==> config.mk <==
export PLATFORM = sky130hd
export DESIGN_NAME = sdcr_top
export DESIGN_NICKNAME = d
export VERILOG_FILES = /design/src/rtl/sdcr_pkg.sv /design/src/rtl/sdcr_if.sv /design/src/rtl/sdcr_regfile.sv /design/src/rtl/sdcr_top.sv
export SDC_FILE = /design/constraint.sdc
export NUM_CORES = 1
export LEC_CHECK = 0
export ABC_CLOCK_PERIOD_IN_PS = 2300
export BUFFER_PORTS_ARGS = -buffer_cell sky130_fd_sc_hd__buf_2
export CORE_UTILIZATION = 51
export DETAILED_ROUTE_END_ITERATION = 10
export PLACE_DENSITY = 0.79
export SKIP_LAST_GASP = 1
export SYNTH_ARGS = -nofsm -noshare
export SYNTH_HDL_FRONTEND = slang
export SYNTH_SLANG_ARGS = --single-unit
==> constraint.sdc <==
create_clock -name clk -period 2.3 [get_ports clk]
set_input_delay 0.115 -clock clk [delete_from_list [all_inputs] [get_ports clk]]
set_output_delay 0.115 -clock clk [all_outputs]
set_load 0.05 [all_outputs]
==> src/rtl/sdcr_pkg.sv <==
// Package of register map constants for the stereo DAC control register bank
package sdcr_pkg;
	// Register addresses
	localparam logic [7:0] ADDR_POWER_MANAGEMENT = 8'h00;
	localparam logic [7:0] ADDR_CLOCK_SPEED_CONTROL = 8'h01;
	localparam logic [7:0] ADDR_AUDIO_FORMAT_CONTROL = 8'h02;
	localparam logic [7:0] ADDR_MUTE_FILTER_CONTROL = 8'h03;
	localparam logic [7:0] ADDR_LEFT_ATTENUATION = 8'h04;
	localparam logic [7:0] ADDR_RIGHT_ATTENUATION = 8'h05;
	localparam logic [7:0] ADDR_LAST = 8'h05;
	localparam int NUM_REGS = 6;
	// Reset values
	localparam logic [7:0] RST_POWER_MANAGEMENT = 8'h02;
	localparam logic [7:0] RST_CLOCK_SPEED_CONTROL = 8'h00;
	localparam logic [7:0] RST_AUDIO_FORMAT_CONTROL = 8'h06;
	localparam logic [7:0] RST_MUTE_FILTER_CONTROL = 8'h01;
	localparam logic [7:0] RST_ATTENUATION = 8'h18;
	// Writable bit masks; zero positions are fixed zero
	localparam logic [7:0] MASK_POWER_MANAGEMENT = 8'h02;
	localparam logic [7:0] MASK_CLOCK_SPEED_CONTROL = 8'h07;
	localparam logic [7:0] MASK_AUDIO_FORMAT_CONTROL = 8'h7F;
	localparam logic [7:0] MASK_MUTE_FILTER_CONTROL = 8'h1F;
	localparam logic [7:0] MASK_ATTENUATION = 8'hFF;
	// Field positions
	localparam int POS_DAC_POWER_ON = 1;
	localparam int POS_CLOCK_AUTO = 0;
	localparam int POS_SPEED_LO = 1;
	localparam int POS_FORMAT_LO = 0;
	localparam int POS_MULTIPLEX_LO = 3;
	localparam int POS_SLOT_LO = 5;
	localparam int POS_SYNC = 0;
	localparam int POS_MUTE = 1;
	localparam int POS_ATTEN_TRANSITION = 2;
	localparam int POS_SHORT_DELAY = 3;
	localparam int POS_SLOW_ROLLOFF = 4;
	// Speed modes driven out
	localparam logic [1:0] SPEED_AUTO = 2'h3;
	// Filter selections
	typedef enum logic [3:0] {
		SDCR_FILT_SHARP = 4'h1,
		SDCR_FILT_SLOW = 4'h2,
		SDCR_FILT_SD_SHARP = 4'h4,
		SDCR_FILT_SD_SLOW = 4'h8
	} sdcr_filter_t;
endpackage : sdcr_pkg

==> src/rtl/sdcr_if.sv <==
// Interface carrying register writes and reads to the register storage module
`timescale 1ns/1ps
interface sdcr_if;
	logic wr_en; // One-cycle write strobe
	logic [2:0] wr_index; // Register index
	logic [7:0] wr_data; // Unmasked write data; storage applies the mask
	logic [2:0] rd_index; // Read index
	logic [7:0] rd_data; // Registered read data
	logic [7:0] regs [0:5]; // Live register contents
	modport ctrl (output wr_en, wr_index, wr_data, rd_index, input rd_data, regs);
	modport store (input wr_en, wr_index, wr_data, rd_index, output rd_data, regs);
endinterface : sdcr_if

==> src/rtl/sdcr_regfile.sv <==
// Register storage with defaults and registered read port
`timescale 1ns/1ps
module sdcr_regfile (
	input wire logic clk,
	input wire logic rst,
	input wire logic init, // Power-down pin held low
	sdcr_if.store bus
);
	logic [7:0] next_regs [0:5]; // Next register values
	logic [7:0] next_rd_data; // Next read data
	logic [7:0] rst_val [0:5]; // Default per register
	logic [7:0] mask [0:5]; // Writable bits per register

	////////////////////////////////////////////////////////////////////////
	// Constant tables
	assign rst_val[0] = sdcr_pkg::RST_POWER_MANAGEMENT;
	assign rst_val[1] = sdcr_pkg::RST_CLOCK_SPEED_CONTROL;
	assign rst_val[2] = sdcr_pkg::RST_AUDIO_FORMAT_CONTROL;
	assign rst_val[3] = sdcr_pkg::RST_MUTE_FILTER_CONTROL;
	assign rst_val[4] = sdcr_pkg::RST_ATTENUATION;
	assign rst_val[5] = sdcr_pkg::RST_ATTENUATION;
	assign mask[0] = sdcr_pkg::MASK_POWER_MANAGEMENT;
	assign mask[1] = sdcr_pkg::MASK_CLOCK_SPEED_CONTROL;
	assign mask[2] = sdcr_pkg::MASK_AUDIO_FORMAT_CONTROL;
	assign mask[3] = sdcr_pkg::MASK_MUTE_FILTER_CONTROL;
	assign mask[4] = sdcr_pkg::MASK_ATTENUATION;
	assign mask[5] = sdcr_pkg::MASK_ATTENUATION;

	////////////////////////////////////////////////////////////////////////
	// Next state: defaults on init, masked write otherwise
	always_comb begin
		for (int i = 0; i < sdcr_pkg::NUM_REGS; i++) begin
			next_regs[i] = bus.regs[i];
			if (init) begin
				next_regs[i] = rst_val[i];
			end else if (bus.wr_en && (bus.wr_index == 3'(i))) begin
				next_regs[i] = bus.wr_data & mask[i];
			end
		end
		next_rd_data = 8'h00;
		if (bus.rd_index <= 3'h5) begin
			next_rd_data = bus.regs[bus.rd_index] & mask[bus.rd_index];
		end
	end

	// Register stage
	always_ff @(posedge clk) begin
		if (rst) begin
			for (int i = 0; i < sdcr_pkg::NUM_REGS; i++) begin
				bus.regs[i] <= rst_val[i];
			end
			bus.rd_data <= 8'h00;
		end else begin
			for (int i = 0; i < sdcr_pkg::NUM_REGS; i++) begin
				bus.regs[i] <= next_regs[i];
			end
			bus.rd_data <= next_rd_data;
		end
	end
endmodule : sdcr_regfile

==> src/rtl/sdcr_top.sv <==
// Control register bank of a two-channel audio DAC
`timescale 1ns/1ps
// Summary of operation
// - Power bit set means DAC runs
// - Auto clock enable ignores speed select
// - Auto clock off: speed field fixes mode
// - Format field resets to 110
// - Multiplex field picks stereo, TDM128, TDM256
// - Slot select resets to normal usage
// - Soft mute bit mutes all outputs
// - Attenuator transition resets to zero
// - Two bits choose interpolation filter
// - Per-channel attenuation, defaults 0x18
// - Power-down pin low restores defaults
// - Address auto-increments, wraps after 05H
// - Writes ignored while power-down low
module sdcr_top (
	input wire logic clk,
	input wire logic rst,
	input wire logic power_down_pin_n, // Active-low power-down pin
	input wire logic addr_load, // Pulse: load start address
	input wire logic [7:0] addr_in, // Start address for a sequence
	input wire logic data_valid, // Pulse: one write data byte
	input wire logic [7:0] data_in, // Write data byte
	input wire logic rd_req, // Pulse: read at current address
	output logic rd_valid, // Pulse: read data ready
	output logic [7:0] rd_data, // Read data byte
	output logic [7:0] cur_addr, // Current address counter
	output logic dac_power_on,
	output logic clock_auto_setting_enable,
	output logic [1:0] speed_select, // Effective speed, 3 means auto
	output logic [2:0] audio_format_select,
	output logic [1:0] multiplex_format_select,
	output logic multiplex_invalid, // TDM256 chosen in normal speed
	output logic [1:0] slot_data_select,
	output logic sync_mode_enable,
	output logic soft_mute_enable,
	output logic attenuator_transition_select,
	output sdcr_pkg::sdcr_filter_t filter_mode,
	output logic [7:0] left_attenuation_level,
	output logic [7:0] right_attenuation_level
);
	sdcr_if rif (); // Storage connection
	logic [7:0] next_cur_addr; // Next address counter
	logic next_rd_valid; // Next read strobe
	logic rd_pend; // Read issued last cycle
	logic [7:0] r0, r1, r2, r3; // Control register copies
	logic init; // Power-down asserted

	////////////////////////////////////////////////////////////////////////
	// Storage
	assign init = !power_down_pin_n;
	sdcr_regfile u_store (
		.clk(clk),
		.rst(rst),
		.init(init),
		.bus(rif.store)
	);

	////////////////////////////////////////////////////////////////////////
	// Address counter and write path
	always_comb begin
		next_cur_addr = cur_addr;
		rif.wr_en = 1'b0;
		rif.wr_index = cur_addr[2:0];
		rif.wr_data = data_in;
		rif.rd_index = cur_addr[2:0];
		next_rd_valid = rd_req && !init;
		if (init) begin
			next_cur_addr = 8'h00;
		end else if (addr_load) begin
			next_cur_addr = addr_in;
		end else if (data_valid) begin
			// Out-of-map address never stores; host must avoid it
			rif.wr_en = (cur_addr <= sdcr_pkg::ADDR_LAST);
			if (cur_addr >= sdcr_pkg::ADDR_LAST) begin
				next_cur_addr = 8'h00;
			end else begin
				next_cur_addr = cur_addr + 8'h01;
			end
		end
	end

	// Counter and read strobe registers
	always_ff @(posedge clk) begin
		if (rst) begin
			cur_addr <= 8'h00;
			rd_pend <= 1'b0;
		end else begin
			cur_addr <= next_cur_addr;
			rd_pend <= next_rd_valid;
		end
	end
	assign rd_valid = rd_pend;
	assign rd_data = rif.rd_data;

	////////////////////////////////////////////////////////////////////////
	// Field decode
	assign r0 = rif.regs[0];
	assign r1 = rif.regs[1];
	assign r2 = rif.regs[2];
	assign r3 = rif.regs[3];
	assign dac_power_on = r0[sdcr_pkg::POS_DAC_POWER_ON];
	assign clock_auto_setting_enable = r1[sdcr_pkg::POS_CLOCK_AUTO];
	// Auto mode hides the manual speed field
	assign speed_select = clock_auto_setting_enable ? sdcr_pkg::SPEED_AUTO
		: r1[sdcr_pkg::POS_SPEED_LO +: 2];
	assign audio_format_select = r2[sdcr_pkg::POS_FORMAT_LO +: 3];
	assign multiplex_format_select = r2[sdcr_pkg::POS_MULTIPLEX_LO +: 2];
	// TDM256 needs double or quad speed
	assign multiplex_invalid = multiplex_format_select[1] && !clock_auto_setting_enable
		&& (speed_select == 2'h0);
	assign slot_data_select = r2[sdcr_pkg::POS_SLOT_LO +: 2];
	assign sync_mode_enable = r3[sdcr_pkg::POS_SYNC];
	assign soft_mute_enable = r3[sdcr_pkg::POS_MUTE];
	assign attenuator_transition_select = r3[sdcr_pkg::POS_ATTEN_TRANSITION];
	assign left_attenuation_level = rif.regs[4];
	assign right_attenuation_level = rif.regs[5];

	// Filter choice from short-delay and slow bits
	always_comb begin
		case ({r3[sdcr_pkg::POS_SHORT_DELAY], r3[sdcr_pkg::POS_SLOW_ROLLOFF]})
			2'h0: filter_mode = sdcr_pkg::SDCR_FILT_SHARP;
			2'h1: filter_mode = sdcr_pkg::SDCR_FILT_SLOW;
			2'h2: filter_mode = sdcr_pkg::SDCR_FILT_SD_SHARP;
			default: filter_mode = sdcr_pkg::SDCR_FILT_SD_SLOW;
		endcase
	end
endmodule : sdcr_top

# Word-level counts from Yosys, hierarchy flattened
# Memories as Yosys holds them, arrays and structs flattened.
# Cells that the tools add are included.
# op_classes
addsub,1
order_cmp,4
eq_ne,7
muxes,13
n_bitwise,4
reduce_logical,16
# ops
op,count
8-bit two-way mux,7
8-bit binary-select mux with 3-bit select,1
4-bit case mux with 3 select lines,1
1-bit logical AND,9
8-bit by 1-bit adder with 8-bit output (second input constant),1
8-bit bitwise AND,1
8-bit by 3-bit >= comparator with 1-bit output (second input constant),1
8-bit by 3-bit <= comparator with 1-bit output (second input constant),1
3-bit by 2-bit equality test with 1-bit output (second input constant),2
3-bit equality test (second input constant),2
4-bit >= comparator (second input constant),1
2-bit zero test,2
3-bit inverter with 4-bit output,1
2-bit OR reduction,2
3-bit by 1-bit equality test with 1-bit output (second input constant),1
3-bit <= comparator (second input constant),1
3-bit zero test,1
1-bit two-way mux,3
2-bit by 1-bit equality test with 1-bit output (second input constant),1
2-bit equality test (second input constant),1
2-bit two-way mux,1
1-bit inverter,2
2-bit nonzero test,1
1-bit zero test,1
# totals
ff_bits,49
mem_bits_ro,64
input_bits,22
output_inout_bits,52
mem_count,1
# mem_list
name,depth,width,read_ports,rd_clocked_by_memory_dff,wr,line,rtl
(name not given),8,8,1,0,0,sdcr_regfile.sv:42,next_rd_data = bus.regs[bus.rd_index] & mask[bus.rd_index];

# Depth between registers and ports, before layout
# depth
word_depth,5
ltp_mapped,7
mapped_depth_nobuf,5

# Cells and area by module
# From an unflattened synthesis, not the netlist that was laid out.
# unflattened
hier_cells,264
area_unflattened_um2,2322.2
# modules_own_cells
module,n_inst,cells_per_inst,area_each_um2,seq_area_each_um2
sdcr_regfile,1,194,1766.7,800.8
sdcr_top,1,70,555.5,180.2

# Worst setup path before layout
# No wires, ideal clock.
# synth_path
kind,register to register
start,register cur_addr[1]
end,register u_store.bus.regs[16]
setup_ns,0.073
arrival_ns,2.234
setup_slack_ns,-0.007
path_stages_with_launch,8
cell_sequence,dfxtp_1 -> buf_2 -> buf_2 -> inv_1 -> ha_1 -> or3b_2 -> nand4_2 -> mux2i_1
# synth_between
elab_chain_len,5
# synth_lines
item,line,rtl
start: declaration,sdcr_top.sv:28,"output logic [7:0] cur_addr,"
start signal: assignment,sdcr_top.sv:90,cur_addr <= next_cur_addr;
8-bit by 3-bit <= comparator with 1-bit output,sdcr_top.sv:75,rif.wr_en = (cur_addr <= sdcr_pkg::ADDR_LAST);
1-bit two-way mux,sdcr_top.sv:73,end else if (data_valid) begin
1-bit two-way mux,sdcr_top.sv:71,end else if (addr_load) begin
1-bit two-way mux,sdcr_top.sv:69,if (init) begin
1-bit logical AND *,sdcr_regfile.sv:36,end else if (bus.wr_en && (bus.wr_index == 3'(i))) begin
end signal: indexed assignment,sdcr_regfile.sv:50,bus.regs[i] <= rst_val[i];
end signal: indexed assignment,sdcr_regfile.sv:55,bus.regs[i] <= next_regs[i];
end: declaration,sdcr_if.sv:11,"modport store (input wr_en, wr_index, wr_data, rd_index, output rd_data, regs);"
# Every way passes the cells marked *; elsewhere a longest branch is shown, timed or not.
# A chain may end at the register's enable or synchronous reset.

# Worst setup path in the final report
# layout_path
start,register cur_addr[5]
end,register u_store.bus.regs[2]
# layout_between
elab_chain_len,5
# layout_lines
item,line
8-bit by 3-bit <= comparator with 1-bit output,sdcr_top.sv:75
1-bit two-way mux,sdcr_top.sv:73
1-bit two-way mux,sdcr_top.sv:71
1-bit two-way mux,sdcr_top.sv:69
1-bit logical AND,sdcr_regfile.sv:36
# Every way passes these cells.

==> results.toml <==
[run_status]
status = "complete, no violations"

[clocking]
hold_buffers = 0
clk_latency_ns = 0.30
cts_sinks = 49
cts_made_buffers = 5
cts-root-buf = "clkbuf_8"
clk_pin_slew_ns = 0.08
cts_tree = "yes"
post_cts_resized = 0
cts_buffer_depth = 2
h-tree-depth = 2
cts_setup_buffers = 0

[die]
ioPinCount = 74
die_h_microns = 71.8
die_area_sq_um = 5150
die_w_microns = 71.8
start_util_pct = 52.9
rows = 25
coreArea_sq_um = 4690

[pwr]
leakage_nw = 1.37
ir_worst_vdd_mv = 0.322
power_density_nw_per_um2 = 551

[finish]
final_cell_mix = "buf_2, dfxtp_1, mux2i_1, nand2_1, nor2_1"
drive_above_1_share_pct = 32.6
nFillCells = 408
final_area_sq_um = 2800
nets = 338
register_area_sq_um = 982
final_common_cell = "buf_2"
multiInputGateArea_sq_um = 1240
area_growth_pct = 12.9
diodes = 0

[timing]
rsz0062_at_grt = "no"
max_freq_mhz = 553
setup_viol = 0
maxSlewHeadroom_pct = 45.0
min_period_over_period_pct = 78.6
skew_ns = 0.00630
worst_slew_pin_slew_ns = 0.824
finalSetupTns_ns = 0
period_minus_slack_ns = 1.81
hold_viol = 0
final-max-slew-violation-count = 0

[yosys]
synth-main-ff-cell = "dfxtp_1"
syn_nets = 292
syn-instance-count = 264
synth_edf_count = 0
netlist_area_sq_um = 2480
syn_area_per_cell_sq_um = 9.40
ys_types = 41
synth-seq-area-share_pct = 39.5
yosys_warnings = 0
synth-seq-cells = 49
async_flop_share_pct = 0

[grt]
grtUsageTotal_pct = 22.2
grt_max_degree = 35
grt-ovfl-total = 0
grt_pass1_wl_microns = 8830
grt_pass1_vias = 1877
antenna_found_initial = 0

[route]
dr.pass1.iters = 4
routed_wirelength_microns = 5470
viasPerCell = 5.57
drt-initial-drc-count = 77
num_vias = 2026
drtAntennaViolNets = 0
avgRoutedWirePerCell_microns = 15.0
drc = 0

[placement]
place_area_sq_um = 2720
io_buffers = 73
gp_congestion = 0.833
dp_hpwl_microns = 4010

[setup_path]
cp-startpoint = "cur_addr[5]"
cp-end-kind = "flop"
cp_data_arrival_time_ns = 2.03
crit_required_ns = 2.53
reg2reg_from = "cur_addr[5]"
start_kind = "flop"
worstSetupPathType = "reg -> reg"
cp_max_fo = 8
rrSetupSlack_ns = 0.49

[worst_hold_path]
worstHoldStart = "rd_req"
min_path_type = "in -> reg"

[job]
drv_cap = 0
## final timing paths
check                                            to  cells after the start
worst max-delay path            u_store.bus.regs[2]                      3
worst max register to register  u_store.bus.regs[2]                      3
worst min-delay path                       rd_valid                      2
worst min register to register  u_store.bus.regs[2]                      2
## sequential cells by signal, summed over array words and instances, names as in the netlist
signal / flops
cur_addr: 8
rd_valid: 1
u_store.bus.rd_data: 8
u_store.bus.regs: 32
## layout make-up
cell class | count | area share (%)
Clock buffer | 7 | 3.08
Sequential cell | 49 | 35.0
Timing Repair Buffer | 78 | 14.4
Multi-Input combinational cell | 171 | 44.4
Tap cell | 54 | 2.41
Inverter | 5 | 0.670
## metrics by stage
step                      power (mW)  util [%]  setup slack, ns  hold slack [ns]  cells
after CTS                       1.55      59.7            0.504           0.0108    364
after global placement          1.06      57.9            0.592            0.314    357
after floorplan                 1.01         -            0.103            0.237    264
final                           1.54      59.7            0.491           0.0156    364
after detailed placement        1.06      57.9            0.535            0.320    357
after global routing            1.60      59.7            0.362           0.0170    364
## metal layers
layer	vias to the layer above	routed length [microns]	GRT usage, %
met2	70	2600	37.5
met5	-	0	0
met4	0	95	8.28
li1	996	-	-
met1	951	2500	28.8
met3	9	276	3.09
## worst max-delay path, cell delays in order (launching register included)
cell	delay [ns]
dfxtp_1	0.35
nor4_4	0.54
and4_1	0.61
mux2i_1	0.23
## cell usage after synthesis, types with 3 or more instances
master	number	share of area [%]
dfxtp_1	49	40
mux2i_1	40	16
nand2_1	34	5.1
buf_4	24	7.3
nor2_1	18	2.7
a21oi_1	8	1.6
clkbuf_1	8	1.2
buf_2	7	1.4
nand2b_1	7	1.8
a22oi_1	6	1.8
ha_1	6	3.0
o22ai_1	6	1.5
and2_1	4	1.0
inv_1	4	0.60
nor2b_1	4	1.0
mux2_2	3	1.4
nand3_1	3	0.60
o221a_2	3	1.4
## kinds of logic (layout without fill, tap and decap cells)
logic type                 Yosys count  count (layout)  share of synthesized area, %
adders and majority gates            6               6                          3.02
and+or+nand+nor                     90              90                          19.3
muxes                               44              44                          18.4
DFF                                 49              49                          39.5
AOI/OAI and AO/OA                   31              31                          9.12
buffers and inverters               44              90                          10.6
## where the power goes
group          internal, mW  total, mW  leakage, nW  switching [mW]
logic                0.0595      0.176        0.925           0.116
clock network         0.239      0.504       0.0443           0.265
registers             0.857      0.864        0.397         0.00716
total                  1.16       1.54         1.37           0.388
Note: power is estimated with default switching activity, not from simulation.
